`src/iep_pkg.sv`:
```
// constants, field layouts and carrier types of the interrupt enable and
// priority stage.
// assumes a 32-bit avalon-mm slave port with byte addresses, index * 4.
package iep_pkg;
  // register indices, byte address is index * 4
  localparam logic [11:0] IDX_PERIPH_HI  = 12'hFC1;
  localparam logic [11:0] IDX_PERIPH_LO  = 12'hFC2;
  localparam logic [11:0] IDX_PIN_HI     = 12'hFC4;
  localparam logic [11:0] IDX_PIN_LO     = 12'hFC5;
  localparam logic [11:0] IDX_SHARED_SEL = 12'hFC8;
  localparam logic [11:0] IDX_EVT_STATUS = 12'hFC9;
  localparam logic [11:0] IDX_EVT_CLEAR  = 12'hFCA;
  localparam logic [11:0] IDX_EVT_ENABLE = 12'hFCB;
  localparam int          ADDR_W         = 14;
  // peripheral group bit positions
  localparam int BIT_TIMER_B   = 6;
  localparam int BIT_TIMER_A   = 5;
  localparam int BIT_SERIAL_RX = 4;
  localparam int BIT_SERIAL_TX = 3;
  localparam int BIT_CONVERTER = 0;
  localparam logic [7:0] PERIPH_MASK = 8'h79;
  // shared-source select bits
  localparam int SEL_VOLTAGE = 0;
  localparam int SEL_COMPARE = 1;
  localparam int SEL_W       = 2;
  // event status bits
  localparam int EVT_BLOCKED = 0;
  localparam int EVT_HIGH    = 1;
  localparam int EVT_W       = 2;
  // reset values
  localparam logic [7:0]       ENABLE_RST = 8'h00;
  localparam logic [SEL_W-1:0] SEL_RST    = 2'h0;
  localparam logic [EVT_W-1:0] EVT_RST    = 2'h0;
  // priority codes {high bit, low bit}
  localparam logic [1:0] PRIO_OFF  = 2'h0;
  localparam logic [1:0] PRIO_LOW  = 2'h1;
  localparam logic [1:0] PRIO_MED  = 2'h2;
  localparam logic [1:0] PRIO_HIGH = 2'h3;

  typedef struct packed {
    logic timer_b;
    logic timer_a;
    logic serial_rx;
    logic serial_tx;
    logic converter;
  } iep_periph_req_t;

  typedef struct packed {
    logic [1:0] timer_b;
    logic [1:0] timer_a;
    logic [1:0] serial_rx;
    logic [1:0] serial_tx;
    logic [1:0] converter;
  } iep_periph_prio_t;

  typedef logic [7:0][1:0] iep_pin_prio_t;
endpackage

```
`src/iep_irq_enable_priority.sv`:
```
// interrupt enable and priority stage with its avalon-mm register slave.
// assumes requests synchronous to core_clk and a master that holds its
// request until it sees waitrequest low.
`timescale 1ns/1ps

// Behaviour
// pin hi/lo bits form priority code
// each of eight pin positions independent
// periph high register field layout, reserved zero
// periph low register same layout, reserved read zero
// pin high register bit x high priority
// pin low register bit x low priority
// bit 7 serves pin 7 or voltage detector
// bit 6 serves pin 6 or comparator
// shared select chooses shared positions' source
// all enable bits clear after reset
// periph pairs use same four-level code
module iep_irq_enable_priority #(
  parameter int PIN_COUNT = 8
) (
  input  wire  logic                        core_clk,
  input  wire  logic                        rst_n,
  input  wire  logic [iep_pkg::ADDR_W-1:0]  avs_address,
  input  wire  logic                        avs_read,
  input  wire  logic                        avs_write,
  input  wire  logic [3:0]                  avs_byteenable,
  input  wire  logic [31:0]                 avs_writedata,
  output logic       [31:0]                 avs_readdata,
  output logic                              avs_waitrequest,
  input  wire  iep_pkg::iep_periph_req_t    periph_req,
  input  wire  logic [7:0]                  pin_req,
  input  wire  logic                        low_voltage_detector,
  input  wire  logic                        compare_req,
  output iep_pkg::iep_periph_prio_t         periph_prio,
  output iep_pkg::iep_pin_prio_t            pin_prio,
  output logic       [1:0]                  top_prio,
  output logic                              irq
);
  import iep_pkg::*;

  if (PIN_COUNT != 8) begin : g_bad_pins
    $error("iep: pin group must be eight wide");
  end

  logic [7:0]       periph_hi_q;
  logic [7:0]       periph_lo_q;
  logic [7:0]       pin_hi_q;
  logic [7:0]       pin_lo_q;
  logic [SEL_W-1:0] sel_q;
  logic [EVT_W-1:0] evt_status_q;
  logic [EVT_W-1:0] evt_enable_q;
  logic [EVT_W-1:0] evt_set;
  logic [7:0]       periph_src;
  logic [7:0]       pin_src;
  logic [7:0][1:0]  periph_code;
  logic [7:0][1:0]  pin_code;
  logic [1:0]       top_d;
  logic             take;
  logic             wr_en;
  logic             rd_take;
  logic [11:0]      idx;
  logic             aligned;
  logic [7:0]       rd_d;

  // bus decode; one wait state, answer on the second cycle
  assign idx     = avs_address[ADDR_W-1:2];
  assign aligned = (avs_address[1:0] == 2'h0);
  assign take    = (avs_read || avs_write) && avs_waitrequest;
  assign wr_en   = avs_write && !avs_waitrequest && avs_byteenable[0]
                   && aligned;
  assign rd_take = avs_read && avs_waitrequest;

  always_ff @(posedge core_clk or negedge rst_n) begin
    if (!rst_n) begin
      avs_waitrequest <= 1'b1;
    end else begin
      avs_waitrequest <= !take;
    end
  end

  always_comb begin
    rd_d = 8'h00;
    if (aligned) begin
      case (idx)
        IDX_PERIPH_HI:  rd_d = periph_hi_q;
        IDX_PERIPH_LO:  rd_d = periph_lo_q;
        IDX_PIN_HI:     rd_d = pin_hi_q;
        IDX_PIN_LO:     rd_d = pin_lo_q;
        IDX_SHARED_SEL: rd_d = {{(8-SEL_W){1'b0}}, sel_q};
        IDX_EVT_STATUS: rd_d = {{(8-EVT_W){1'b0}}, evt_status_q};
        IDX_EVT_ENABLE: rd_d = {{(8-EVT_W){1'b0}}, evt_enable_q};
        default:        rd_d = 8'h00;
      endcase
    end
  end

  // read data settles one edge early so it stands at the answer edge
  always_ff @(posedge core_clk or negedge rst_n) begin
    if (!rst_n) begin
      avs_readdata <= 32'h0000_0000;
    end else if (rd_take) begin
      avs_readdata <= {24'h00_0000, rd_d};
    end
  end

  // enable registers; reserved periph bits are dropped on write
  always_ff @(posedge core_clk or negedge rst_n) begin
    if (!rst_n) begin
      periph_hi_q <= ENABLE_RST;
      periph_lo_q <= ENABLE_RST;
      pin_hi_q    <= ENABLE_RST;
      pin_lo_q    <= ENABLE_RST;
    end else if (wr_en) begin
      case (idx)
        IDX_PERIPH_HI: periph_hi_q <= avs_writedata[7:0] & PERIPH_MASK;
        IDX_PERIPH_LO: periph_lo_q <= avs_writedata[7:0] & PERIPH_MASK;
        IDX_PIN_HI:    pin_hi_q    <= avs_writedata[7:0];
        IDX_PIN_LO:    pin_lo_q    <= avs_writedata[7:0];
        default:       ;
      endcase
    end
  end

  always_ff @(posedge core_clk or negedge rst_n) begin
    if (!rst_n) begin
      sel_q <= SEL_RST;
    end else if (wr_en && idx == IDX_SHARED_SEL) begin
      sel_q <= avs_writedata[SEL_W-1:0];
    end
  end

  // request sources lined up with their enable bit positions
  always_comb begin
    periph_src                = 8'h00;
    periph_src[BIT_TIMER_B]   = periph_req.timer_b;
    periph_src[BIT_TIMER_A]   = periph_req.timer_a;
    periph_src[BIT_SERIAL_RX] = periph_req.serial_rx;
    periph_src[BIT_SERIAL_TX] = periph_req.serial_tx;
    periph_src[BIT_CONVERTER] = periph_req.converter;
    pin_src    = pin_req;
    pin_src[7] = sel_q[SEL_VOLTAGE] ? low_voltage_detector : pin_req[7];
    pin_src[6] = sel_q[SEL_COMPARE] ? compare_req : pin_req[6];
  end

  // granted code per position: the enable pair while requesting, else off
  for (genvar i = 0; i < 8; i++) begin : g_code
    assign pin_code[i]    = pin_src[i] ?
                            {pin_hi_q[i], pin_lo_q[i]} : PRIO_OFF;
    assign periph_code[i] = periph_src[i] ?
                            {periph_hi_q[i], periph_lo_q[i]} : PRIO_OFF;
  end

  always_comb begin
    top_d = PRIO_OFF;
    for (int k = 0; k < 8; k++) begin
      if (pin_code[k] > top_d) begin
        top_d = pin_code[k];
      end
      if (periph_code[k] > top_d) begin
        top_d = periph_code[k];
      end
    end
  end

  always_ff @(posedge core_clk or negedge rst_n) begin
    if (!rst_n) begin
      pin_prio    <= '0;
      periph_prio <= '0;
      top_prio    <= PRIO_OFF;
    end else begin
      pin_prio              <= pin_code;
      periph_prio.timer_b   <= periph_code[BIT_TIMER_B];
      periph_prio.timer_a   <= periph_code[BIT_TIMER_A];
      periph_prio.serial_rx <= periph_code[BIT_SERIAL_RX];
      periph_prio.serial_tx <= periph_code[BIT_SERIAL_TX];
      periph_prio.converter <= periph_code[BIT_CONVERTER];
      top_prio              <= top_d;
    end
  end

  // events: a request held off by a disabled pair, a high grant
  assign evt_set[EVT_BLOCKED] =
    |((pin_src & ~(pin_hi_q | pin_lo_q)) |
      (periph_src & ~(periph_hi_q | periph_lo_q)));
  assign evt_set[EVT_HIGH] =
    |((pin_src & pin_hi_q & pin_lo_q) |
      (periph_src & periph_hi_q & periph_lo_q));

  // a set in the clearing cycle survives the clear
  always_ff @(posedge core_clk or negedge rst_n) begin
    if (!rst_n) begin
      evt_status_q <= EVT_RST;
    end else if (wr_en && idx == IDX_EVT_CLEAR) begin
      evt_status_q <= (evt_status_q & ~avs_writedata[EVT_W-1:0]) | evt_set;
    end else begin
      evt_status_q <= evt_status_q | evt_set;
    end
  end

  always_ff @(posedge core_clk or negedge rst_n) begin
    if (!rst_n) begin
      evt_enable_q <= EVT_RST;
    end else if (wr_en && idx == IDX_EVT_ENABLE) begin
      evt_enable_q <= avs_writedata[EVT_W-1:0];
    end
  end

  always_ff @(posedge core_clk or negedge rst_n) begin
    if (!rst_n) begin
      irq <= 1'b0;
    end else begin
      irq <= |(evt_status_q & evt_enable_q);
    end
  end

  // checks
  logic after_rst_q;

  always_ff @(posedge core_clk or negedge rst_n) begin
    if (!rst_n) begin
      after_rst_q <= 1'b0;
    end else begin
      after_rst_q <= 1'b1;
    end
  end
endmodule

```
`config.mk`:
```
export PLATFORM = sky130hd
export DESIGN_NAME = iep_irq_enable_priority
export DESIGN_NICKNAME = d
export VERILOG_FILES = /design/src/iep_pkg.sv /design/src/iep_irq_enable_priority.sv
export SDC_FILE = /design/constraint.sdc
export NUM_CORES = 1
export LEC_CHECK = 0
export BUFFER_PORTS_ARGS = -buffer_cell sky130_fd_sc_hd__buf_2
export CORE_ASPECT_RATIO = 1.2
export CORE_MARGIN = 2
export CORE_UTILIZATION = 30
export CTS_CLUSTER_SIZE = 12
export DETAILED_ROUTE_END_ITERATION = 6
export GPL_TIMING_DRIVEN = 0
export PLACE_DENSITY = 0.53
export SLEW_MARGIN = 20
export SYNTH_ARGS = -nofsm -noshare
export SYNTH_HDL_FRONTEND = slang
export SYNTH_SLANG_ARGS = --single-unit
```
`constraint.sdc`:
```
create_clock -name core_clk -period 10.1 [get_ports core_clk]
set_input_delay 2.02 -clock core_clk [delete_from_list [all_inputs] [get_ports core_clk]]
set_output_delay 2.02 -clock core_clk [all_outputs]
set_load 0.02 [all_outputs]
```
Word-level counts from Yosys, hierarchy flattened
Cells that the tools add are included.

storage, ports and cells
  register bits = 70
  output and inout bits = 62
  logic and storage cells = 118

operators by class
  bitwise gates (word level) = 17
  $lt $le $gt $ge = 16
  equal/unequal tests = 8
  muxes and demuxes = 34
  reduce and logical (&&, ||, !) cells = 19

operators with widths
  kind                    count
  $eq A12 B12 Y1 const B  8
  $mux W2                 30
  $pmux W8 S7             1
  $and A8 B8 Y8           3
  $gt A2 B2 Y1            12
  $or A8 B8 Y8            2
  $reduce_or A8 Y1        2
  $and A7 B7 Y7           2
  $and A7 B8 Y8           1
  $logic_and A1 B1 Y1     8
  $mux W8                 1
  $not A7 Y8              1
  $not A8 Y8              1
  $or A8 B7 Y8            1
  $reduce_and A2 Y1       4
  $or A7 B7 Y7            1
  $gt A1 B2 Y1 const A    3
  $and A2 B2 Y2           2
  $or A2 B2 Y2            2
  $gt A2 B1 Y1 const B    1
  $logic_not A1 Y1        2
  $logic_not A2 Y1        1
  $mux W1                 2
  $not A2 Y2              1
  other kinds (2)         2

Logic depth before layout (Yosys ltp)
Gate-level depths: netlist of the first run.

  depth in word-level cells = 33
  gate-level depth with buffers = 62
  mapped depth without buffers = 62

Worst setup path after synthesis of the first run
No wires, ideal clock.

  path kind = input port to flip-flop
  start point = input pin_req[0]
  end point = register top_prio[0]
  cell stages on the path = 59
  arrival = 11,894 ps
  buffers on the path = 0
  setup time = 135 ps
  setup slack = -1,929 ps
  cells stage by stage = and2_1 ha_1 nor2_1 maj3_2 mux2_4 ha_1 inv_1 o22ai_1 o21ai_0 ha_1 nand2b_1 nand2_1 mux2_2 ha_1 inv_1 o22ai_1 o311a_1 o2bb2ai_2 [23 not listed] o21ai_0 ha_1 inv_1 o22ai_1 nand2_1 o22ai_1 a31oi_1 ha_1 nor2b_1 nor3_1 o21bai_1 o41ai_4 nand2_1 ha_1 nand2b_1 o21ai_0 nor2_1 a31oi_1

on the way
  longest elaborated chain between the ends = 33

ends and longest elaborated chain
  element               line                            source
  start, declared       iep_irq_enable_priority.sv:31   input wire logic [7:0] pin_req,
  $mux W2 (*)           iep_irq_enable_priority.sv:147  assign pin_code[i] = pin_src[i] ?
  $gt A2 B1 Y1          iep_irq_enable_priority.sv:156  if (pin_code[k] > top_d) begin
  $mux W2 (*)           iep_irq_enable_priority.sv:156
  $gt A2 B2 Y1          iep_irq_enable_priority.sv:159  if (periph_code[k] > top_d) begin
  $mux W2 (*)           iep_irq_enable_priority.sv:159
  $gt A2 B2 Y1          iep_irq_enable_priority.sv:156
  $mux W2 (*)           iep_irq_enable_priority.sv:156
  $gt A1 B2 Y1          iep_irq_enable_priority.sv:159
  [18 not listed]       --
  $mux W2 (*)           iep_irq_enable_priority.sv:156
  $gt A2 B2 Y1          iep_irq_enable_priority.sv:159
  $mux W2 (*)           iep_irq_enable_priority.sv:159
  $gt A2 B2 Y1          iep_irq_enable_priority.sv:156
  $mux W2 (*)           iep_irq_enable_priority.sv:156
  $gt A1 B2 Y1          iep_irq_enable_priority.sv:159
  $mux W2 (*)           iep_irq_enable_priority.sv:159
  named net top_d[0]    iep_irq_enable_priority.sv:57   logic [1:0] top_d;
  end signal, assigned  iep_irq_enable_priority.sv:177  top_prio <= top_d;
  end, declared         iep_irq_enable_priority.sv:36   output logic [1:0] top_prio,

The timed path passes the listed nets; every way through them passes the cells marked *.
A chain may end at the register's enable or synchronous reset.

Worst setup path in the final report of the first run
Same ends and word-level chain as after synthesis.

==> key figures, run 1 <==
Yosys
  – Top_reg_cell synth: dfrtp_1
  – Ys Warns: 0
  – Yosys reg bits: 70
  – Async S/R FF share, synth: 1.00
  – EDFF count, synth: 0
  – Top-area cell type share of the netlist area: 0.425
  – Largest cells by area after synthesis: dfrtp_1 (42%), ha_1 (10%), mux2_2 (9.7%)
  – Register area share after synthesis: 0.431
  – Yosys cell types: 48
  – Synth Area per Inst: 10.0 um^2
  – Syn Std Cell Area: 4060 um^2
  – Biggest area consumer among synthesized cells: dfrtp_1
  – Post-synthesis cell count: 406

Global routing
  – Global route total overflow: 0
  – Gr usage total: 0.165
  – First-pass GRT wire length: 18100 um
  – Initial antenna violation count: 0
  – Largest net degree at the start of global routing: 42
  – Vias in the first global route: 3534

Routing
  – Total Routed Length: 11600 um
  – Remaining DRCs: 0
  – Vias per cell: 4.75
  – DRT iter0 DRCs: 141
  – TritonRoute pass-1 iters: 4
  – Post-route ant nets: 0
  – Wire length per cell: 16.0 um
  – Vias: 3459

Critical path
  – Slowest cell delay on critical path: 0.35 ns
  – R2r endpoint: top_prio[0]
  – Slowest stage cell, crit path: o41ai_4
  – Reg-to-reg setup timing slack: 0.02 ns
  – Critical Path RT: 10.31 ns
  – FF-to-FF Start: pin_lo_q[0]
  – Worst Path Max Fanout: 4
  – R2R cell count: 59
  – Critical path class: in -> reg
  – Most used cell, CP: ha_4
  – Critical Path Sink Type: flop
  – Worst EP arrival: 11.63 ns
  – Crit path launch type: input port

STA
  – RSZ-0062 raised after global routing: true
  – Slew Viols, Final: 0
  – F_max: 0.0876 GHz
  – Endpoints failing setup: 1
  – Worst-margin pin slew: 1.10 ns
  – Worst hold margin: 0.477 ns
  – Max-slew headroom: 0.262
  – Final Cycle Share: 1.13
  – Setup TNS: -1.32 ns
  – Fin. Hold Viols: 0
  – Setup WS post-layout: -1.32 ns
  – Tmin final: 11.42 ns
  – Worst Skew: 0.00350 ns

Finish
  – Final nets: 659
  – Multi-input logic area: 2460 um^2
  – Share of cells above drive strength 1: 0.445
  – Number of fill cells: 1291
  – Commonest cells after routing, fill and taps aside: buf_2 (76), dfrtp_1 (69), buf_4 (62), nand2_1 (50), mux2_2 (32)
  – Diodes inserted: 0
  – Area growth syn-to-layout: 41.8%
  – Commonest non-fill, non-tap cell in the layout: buf_2
  – Finished Layout Cells: 728
  – Register area: 1750 um^2
  – Post-route cell area: 5760 um^2

Placement
  – Dpl hpwl: 8630 um
  – PortBufs: 77
  – Post-Place Cell Area: 5020 um^2
  – Placed cells: 675
  – Placer Congestion: 0.849
  – Dpl ws: -2.16 ns

Floorplan
  – Core Box Area: 13200 um^2
  – Initial Util: 0.307
  – Chip width: 110 um
  – Die Height: 131 um
  – Die Area: 14500 um^2
  – Ports: 131
  – Num rows: 46

CTS
  – CTS root buf: clkbuf_16
  – Clock sinks: 70
  – Worst skew pair latency: 0.33 ns
  – Clock buffer depth: 2
  – CTS tree: yes
  – Total CTS buffers: 9
  – H-Tree Level Count: 3
  – CTS clk-pin slew, worst paths: 0.06 ns

Status
  – Status: complete, but fails checks
  – Failing checks: setup timing

Min path
  – Hold endpoint: avs_readdata[3]
  – Hold Crit Depth: 1
  – Min-delay src: avs_readdata[3]
  – HP Class: reg -> reg

Pwr
  – Static Leakage: 3.06 nW
  – Pwr dens: 111 nW/um^2
  – Worst VDD drop: 55.9 uV

Run
  – Max cap viols: 0
==> state kept, by name, indices dropped and copies added (netlist names), 5 cells and up <==
| name | cells |
|---|---|
| pin_prio | 16 |
| periph_lo_q | 5 |
| avs_readdata | 8 |
| periph_hi_q | 5 |
| pin_lo_q | 8 |
| periph_prio | 10 |
| pin_hi_q | 8 |
==> per-stage QoR <==
step | power (mW) | util
after floorplan | 0.311 | -
after global routing | 0.668 | 0.435
after detailed placement | 0.331 | 0.380
after global placement | 0.329 | 0.378
after CTS | 0.647 | 0.428
final | 0.641 | 0.435
==> cells by family (layout without fill, tap and decap cells) <==
kind of cell | count (synthesis) | count (layout) | synth area share
AND/OR/NAND/NOR | 132 | 132 | 0.149
flip-flops | 70 | 70 | 0.431
AO/OA/AOI/OAI | 66 | 66 | 0.121
buffers and inverters | 62 | 193 | 0.0797
multiplexers | 40 | 40 | 0.111
adder cells (fa/ha/maj) | 35 | 35 | 0.107
other | 1 | 24 | 0.000923
==> cell type report <==
cell class,count,area share
timing repair buffer,116,0.124
buffer,28,0.0341
clock buffer,11,0.0421
multi-input combinational,297,0.428
inverter,34,0.0230
sequential,70,0.304
clock inverter,4,0.00825
tap,168,0.0365
==> worst max path at each step <==
| stage | start | end | slack, ns | cells after the start |
|---|---|---|---|---|
| after floorplan | pin_req[0] | top_prio[0] | -1.14 | 60 |
| after global placement | pin_req[0] | top_prio[0] | -1.88 | 62 |
| after detailed placement | pin_req[0] | top_prio[0] | -2.16 | 62 |
| after CTS | pin_req[0] | top_prio[0] | -1.40 | 61 |
| after global routing | pin_req[0] | top_prio[0] | -1.71 | 60 |
| final | pin_req[0] | top_prio[0] | -1.32 | 60 |
==> timing repair <==
item / in CTS / in global routing
setup endpoints to repair: 1 / 1
pin swaps: 34 / 30
hold buffers: 0 / 0
gates resized for setup: 23 / 8
setup buffers: 31 / 7
cloned: 0 / 0
==> layer usage <==
| metal | up-vias | track usage | routed length [um] |
|---|---|---|---|
| met5 | - | 0 | 0 |
| met4 | 0 | 0.0896 | 506 |
| met3 | 32 | 0.0293 | 359 |
| met2 | 87 | 0.281 | 6040 |
| met1 | 1669 | 0.192 | 4730 |
| li1 | 1671 | - | - |
==> critical path, delay by kind of cell <==
family | cells | cell delay (ns)
fa+ha+maj | 13 | 3.32
compound gates | 19 | 2.75
simple gates | 17 | 1.56
buf+inv | 6 | 0.40
mux | 5 | 1.53
==> cells in the mapped netlist, drive strengths merged (2+ instances only) <==
master / n
a211o: 2
a21o: 2
a21oi: 7
a221o: 2
a221oi: 4
a22o: 4
a22oi: 11
a31oi: 2
and2: 5
and3: 3
buf: 25
clkbuf: 3
dfrtp: 69
ha: 34
inv: 34
mux2: 36
mux2i: 4
nand2: 55
nand2b: 7
nand3: 13
nand4: 3
nor2: 33
nor2b: 2
nor3: 5
nor4: 3
o21ai: 11
o21bai: 4
o22ai: 6
o31ai: 2
==> power breakdown <==
group | internal [mW] | switching [mW] | leakage [nW]
clock network | 0.196 | 0.117 | 0.141
logic | 0.0184 | 0.0278 | 1.95
registers | 0.282 | 0.000510 | 0.970
(Power assumes the default switching activity.)
==> run 2: changes to the inputs <==
--- a/config.mk
+++ b/config.mk
@@ -9,6 +9,7 @@
 export CORE_ASPECT_RATIO = 1.2
 export CORE_MARGIN = 2
 export CORE_UTILIZATION = 30
+export CTS_BUF_LIST = sky130_fd_sc_hd__clkbuf_8
 export CTS_CLUSTER_SIZE = 12
 export DETAILED_ROUTE_END_ITERATION = 6
 export GPL_TIMING_DRIVEN = 0
==> run 2 against run 1 <==
The run still ends with setup timing left. Power decreased by 14%. Design area decreased by 1.7%. Hold slack improved by 0.0032 ns. Critical path depth increased by 3. Combinational power about the same. Via count decreased by 0.14%. Sequential power about the same. Register-to-register slack improved by 0.02 ns. Routed wire length decreased by 0.21%. Critical path type unchanged. Critical endpoint unchanged. Largest cell class unchanged. Largest power group is now sequential cells.
==> key figures, run 2 (synthesis gave the netlist of run 1 again) <==
STA
  – Setup TNS: -1.27 ns
  – Setup WS post-layout: -1.27 ns
  – Tmin final: 11.37 ns
  – Slew Viols, Final: 0
  – F_max: 0.0879 GHz
  – Worst Skew: 0.00666 ns
  – RSZ-0062 raised after global routing: true
  – Final Cycle Share: 1.13
  – Fin. Hold Viols: 0
  – Max-slew headroom: 0.272
  – Endpoints failing setup: 1
  – Worst-margin pin slew: 1.08 ns

Global routing
  – First-pass GRT wire length: 18100 um
  – Vias in the first global route: 3526
  – Initial antenna violation count: 0
  – Largest net degree at the start of global routing: 42
  – Global route total overflow: 0
  – Gr usage total: 0.165

Min path
  – HP Class: reg -> reg

Finish
  – Commonest non-fill, non-tap cell in the layout: buf_2
  – Diodes inserted: 0
  – Final nets: 659
  – Largest regs: pin_prio: 16 flops, periph_prio: 10 flops
  – Max reg flops: 16
  – Reg with most FFs: pin_prio
  – Area growth syn-to-layout: 39.4%
  – Finished Layout Cells: 728
  – Post-route cell area: 5660 um^2
  – Commonest cells after routing, fill and taps aside: buf_2 (76), dfrtp_1 (69), buf_4 (62), nand2_1 (50), mux2_2 (32)
  – Share of cells above drive strength 1: 0.446
  – Post-layout util: 0.428

Floorplan
  – Initial Util: 0.307
  – Die Height: 131 um
  – Num rows: 46
  – Chip width: 110 um
  – Ports: 131
  – Core Box Area: 13200 um^2
  – Die Area: 14500 um^2

Routing
  – Vias per cell: 4.74
  – TritonRoute pass-1 iters: 4
  – Total Routed Length: 11600 um
  – Vias: 3454
  – DRT iter0 DRCs: 156
  – Wire length per cell: 15.9 um
  – Post-route ant nets: 0
  – Remaining DRCs: 0

Status
  – Failing checks: setup timing
  – Status: complete, but fails checks

Critical path
  – Largest delay contributor family on the critical path: adder cells
  – Worst Path Max Fanout: 4
  – Critical Path Sink Type: flop
  – Critical Path RT: 10.34 ns
  – Slowest stage cell, crit path: o41ai_4
  – Crit path launch type: input port
  – Slowest cell delay on critical path: 0.35 ns
  – Buf/Inv on CP: 12
  – Critical path class: in -> reg
  – Worst EP arrival: 11.61 ns

Placement
  – Placed cells: 675
  – Dpl hpwl: 8630 um
  – Post-Place Cell Area: 5020 um^2
  – Placer Congestion: 0.849
  – PortBufs: 77

CTS
  – Clock sinks: 70
  – Hold-fix buffers, CTS: 0
  – Total CTS buffers: 9
  – Clock buffer depth: 2
  – CTS root buf: clkbuf_8
  – CTS tree: yes
  – Worst skew pair latency: 0.36 ns
  – H-Tree Level Count: 3
  – CTS clk-pin slew, worst paths: 0.08 ns

Run
  – Max cap viols: 0

Pwr
  – Pwr dens: 97.8 nW/um^2
  – Static Leakage: 3.02 nW
  – Total Power: 554 uW
  – Worst VDD drop: 42.9 uV
==> run 2: cell count changes in the layout (fill, tap and decap cells not counted), sizes merged <==
cell / previous run / this run
clkbuf: 14 / 13
inv: 34 / 35
==> run 2: per-stage QoR <==
| step | worst slack, ns | hold slack, ns |
|---|---|---|
| finish | -1.27 | 0.480 |
| global route | -1.66 | 0.504 |
| CTS | -1.37 | 0.485 |
| detailed placement | -2.16 | 0.470 |
| global placement | -1.88 | 0.459 |
| floorplan | -1.14 | 0.482 |
==> run 2: worst register-to-register path, delay by kind of cell, from the launching register on <==
family	cells	cell delay [ns]
adder cells (fa/ha/maj)	12	3.05
AO/OA/AOI/OAI	17	2.36
AND/OR/NAND/NOR	18	1.73
multiplexers	4	1.21
buffers and inverters	11	1.14
flip-flops	1	0.43
==> run 2: area by class of cell <==
type / count / area [um^2]
plain buffers: 28 / 196
multi-input cells: 297 / 2470
repair buffers: 116 / 716
well taps: 168 / 210
inverters: 34 / 133
clock inverters: 5 / 51.3
fillers: 1300 / 7570
flip-flops and latches: 70 / 1750
clock buffers: 10 / 138
==> run 2: what timing repair did <==
| action | in CTS | in global routing |
|---|---|---|
| endpoints found under the setup margin | 1 | 1 |
| pin swaps | 34 | 30 |
| cloned | 0 | 0 |
| buffers inserted | 31 | 7 |
| gates resized for setup | 23 | 9 |
==> run 2: power breakdown <==
group / total [mW] / internal (mW) / leakage (nW) / switching [mW]
clock: 0.226 / 0.118 / 0.0993 / 0.109
combinational: 0.0461 / 0.0184 / 1.95 / 0.0277
sequential: 0.282 / 0.281 / 0.970 / 0.000497
==> run 2: per-layer routing <==
metal / vias to the layer above / track usage / part of all wire
met2: 86 / 0.283 / 0.53
met1: 1673 / 0.192 / 0.40
met4: 0 / 0.0938 / 0.041
met3: 28 / 0.0223 / 0.030
met5: - / 0 / 0
li1: 1667 / - / -
==> run 2: worst paths after layout <==
kind,slack (ns),cells after the start,startpoint,endpoint
min in group asynchronous,1.59,1,rst_n,periph_prio[1]
worst min register to register,0.48,2,avs_readdata[0],avs_readdata[0]
worst max-delay path,-1.27,63,pin_req[0],top_prio[0]
worst max register to register,0.04,62,pin_lo_q[0],top_prio[0]
max in group asynchronous,7.89,2,rst_n,avs_waitrequest
worst min-delay path,0.48,2,avs_readdata[0],avs_readdata[0]
==> run 3: changes to the inputs <==
--- a/config.mk
+++ b/config.mk
@@ -6,6 +6,7 @@
 export NUM_CORES = 1
 export LEC_CHECK = 0
 export BUFFER_PORTS_ARGS = -buffer_cell sky130_fd_sc_hd__buf_2
+export CAP_MARGIN = 10
 export CORE_ASPECT_RATIO = 1.2
 export CORE_MARGIN = 2
 export CORE_UTILIZATION = 30
@@ -14,6 +15,7 @@
 export DETAILED_ROUTE_END_ITERATION = 6
 export GPL_TIMING_DRIVEN = 0
 export PLACE_DENSITY = 0.53
+export RECOVER_POWER = 50
 export SLEW_MARGIN = 20
 export SYNTH_ARGS = -nofsm -noshare
 export SYNTH_HDL_FRONTEND = slang
==> run 3 against run 2 <==
The run ends with capacitance limit, slew limit, setup timing left. Die area did not move. Sequential power hardly changed. Largest power group unchanged. Clock power hardly changed. Sequential share of layout area increased by 0.062 points. Utilization down 0.085 points. Via count rose by 0.43%. First-iteration DRC count grew 4.5%. Highest routed layer unchanged. Clock-buffer cell count did not move. Hold slack about the same.
==> key figures, run 3 (synthesis gave the netlist of run 1 again) <==
Status
  – Status: complete, but fails checks
  – Failing checks: capacitance limit, slew limit, setup timing

Critical path
  – Slowest stage cell, crit path: o41ai_4
  – Slowest cell delay on critical path: 0.35 ns
  – Crit path launch type: input port
  – Critical Path RT: 10.34 ns
  – Critical path class: in -> reg
  – Worst Path Max Fanout: 4
  – Critical Path Sink Type: flop
  – Reg-to-reg setup timing slack: 0.04 ns
  – Worst EP arrival: 11.62 ns

Floorplan
  – Ports: 131
  – Num rows: 46
  – Core Box Area: 13200 um^2
  – Initial Util: 0.307
  – Die Height: 131 um
  – Chip width: 110 um
  – Die Area: 14500 um^2

Global routing
  – Routing usage on met3: 0.0223
  – Global route total overflow: 0
  – Initial antenna violation count: 0
  – Largest net degree at the start of global routing: 42
  – First-pass GRT wire length: 18100 um
  – Met1 GRT Util: 0.192
  – Gr usage total: 0.165
  – Global route hottest layer: met2
  – Grt met2 use: 0.283
  – Vias in the first global route: 3526

Routing
  – DRT iter0 DRCs: 163
  – Total Routed Length: 11600 um
  – Post-route ant nets: 0
  – Vias per cell: 4.77
  – TritonRoute pass-1 iters: 4
  – Wire length per cell: 15.9 um
  – Vias: 3469
  – Remaining DRCs: 0

Finish
  – Max reg flops: 16
  – Area growth syn-to-layout: 39.1%
  – Largest regs: pin_prio: 16 flops, periph_prio: 10 flops
  – Finished Layout Cells: 728
  – Diodes inserted: 0
  – Commonest non-fill, non-tap cell in the layout: buf_2
  – Commonest cells after routing, fill and taps aside: buf_2 (72), dfrtp_1 (69), buf_4 (61), nand2_1 (50), mux2_2 (32)
  – Post-route cell area: 5650 um^2
  – Final nets: 659
  – Reg with most FFs: pin_prio
  – Share of cells above drive strength 1: 0.436

Pwr
  – Cell internal pwr: 417 uW
  – Worst VDD drop: 43.5 uV
  – Comb power frac: 0.082
  – Net Sw Frac: 0.248
  – Static Leakage: 3.01 nW
  – Sequential group share of total power: 0.508
  – Clock power share: 0.409
  – Switching pwr: 137 uW
  – Pwr dens: 98.0 nW/um^2

STA
  – Worst Skew: 0.00790 ns
  – F_max: 0.0879 GHz
  – Worst-margin pin slew: 1.71 ns
  – Endpoints failing setup: 1
  – Max-slew headroom: -0.141
  – Fin. Hold Viols: 0
  – RSZ-0062 raised after global routing: true
  – Final Cycle Share: 1.13
  – Tmin final: 11.38 ns
  – Setup TNS: -1.28 ns
  – Worst hold margin: 0.480 ns
  – Setup WS post-layout: -1.28 ns
  – Slew Viols, Final: 30

CTS
  – Worst skew pair latency: 0.36 ns
  – H-Tree Level Count: 3
  – CTS root buf: clkbuf_8
  – Clock buffer depth: 2
  – CTS tree: yes
  – Total CTS buffers: 9
  – Clock sinks: 70
  – CTS clk-pin slew, worst paths: 0.08 ns

Min path
  – HP Class: reg -> reg

Placement
  – Dpl hpwl: 8630 um
  – Dpl ws: -2.16 ns
  – Post-Place Cell Area: 5020 um^2
  – Placer Congestion: 0.849
  – PortBufs: 77
  – Placed cells: 675

Run
  – Max cap viols: 1
==> run 3: layer usage <==
metal	wire length, um	vias up
met2	6100	94
li1	-	1666
met4	476	0
met1	4650	1681
met3	370	28
met5	0	-
==> run 3: timing repair <==
item	CTS	global route
gates resized for setup	23	9
endpoints found under the hold margin	0	0
hold buffers	0	0
setup buffers	31	7
endpoints found under the setup margin	1	1
pin swaps	34	30
==> run 3: stage by stage <==
stage	total power [mW]	util
finish	0.554	0.427
global route	0.578	0.427
CTS	0.559	0.420
detailed placement	0.331	0.380
global placement	0.329	0.378
floorplan	0.311	-
==> run 3: final cells by class <==
type / instances / area (um^2)
fillers: 1304 / 7580
flip-flops and latches: 70 / 1750
multi-input cells: 297 / 2460
repair buffers: 116 / 707
clock inverters: 5 / 51.3
plain buffers: 28 / 196
well taps: 168 / 210
clock buffers: 10 / 138
inverters: 34 / 133
==> run 3: worst paths after layout <==
check	from	end	depth (start not counted)
max reg2reg	pin_lo_q[0]	top_prio[0]	62
max in group asynchronous	rst_n	avs_waitrequest	2
min reg2reg	avs_readdata[0]	avs_readdata[0]	2
max	pin_req[0]	top_prio[0]	63
min in group asynchronous	rst_n	pin_prio[1]	1
min	avs_readdata[0]	avs_readdata[0]	2
==> run 3: worst max-delay path, delay by kind of cell <==
| family | cells | cell delay [ns] |
|---|---|---|
| AOI/OAI and AO/OA | 17 | 2.36 |
| adders and majority gates | 12 | 3.05 |
| buffers and inverters | 12 | 1.24 |
| muxes | 4 | 1.21 |
| and+or+nand+nor | 18 | 1.70 |
==> run 3: power groups by stage <==
stage	Sequential (mW)	Clock, mW	Combinational (mW)
2_1_floorplan	0.288	0	0.0227
3_3_place_gp	0.287	0	0.0423
3_5_place_dp	0.287	0	0.0442
4_1_cts	0.282	0.231	0.0459
5_1_grt	0.282	0.246	0.0503
6_report	0.282	0.227	0.0457
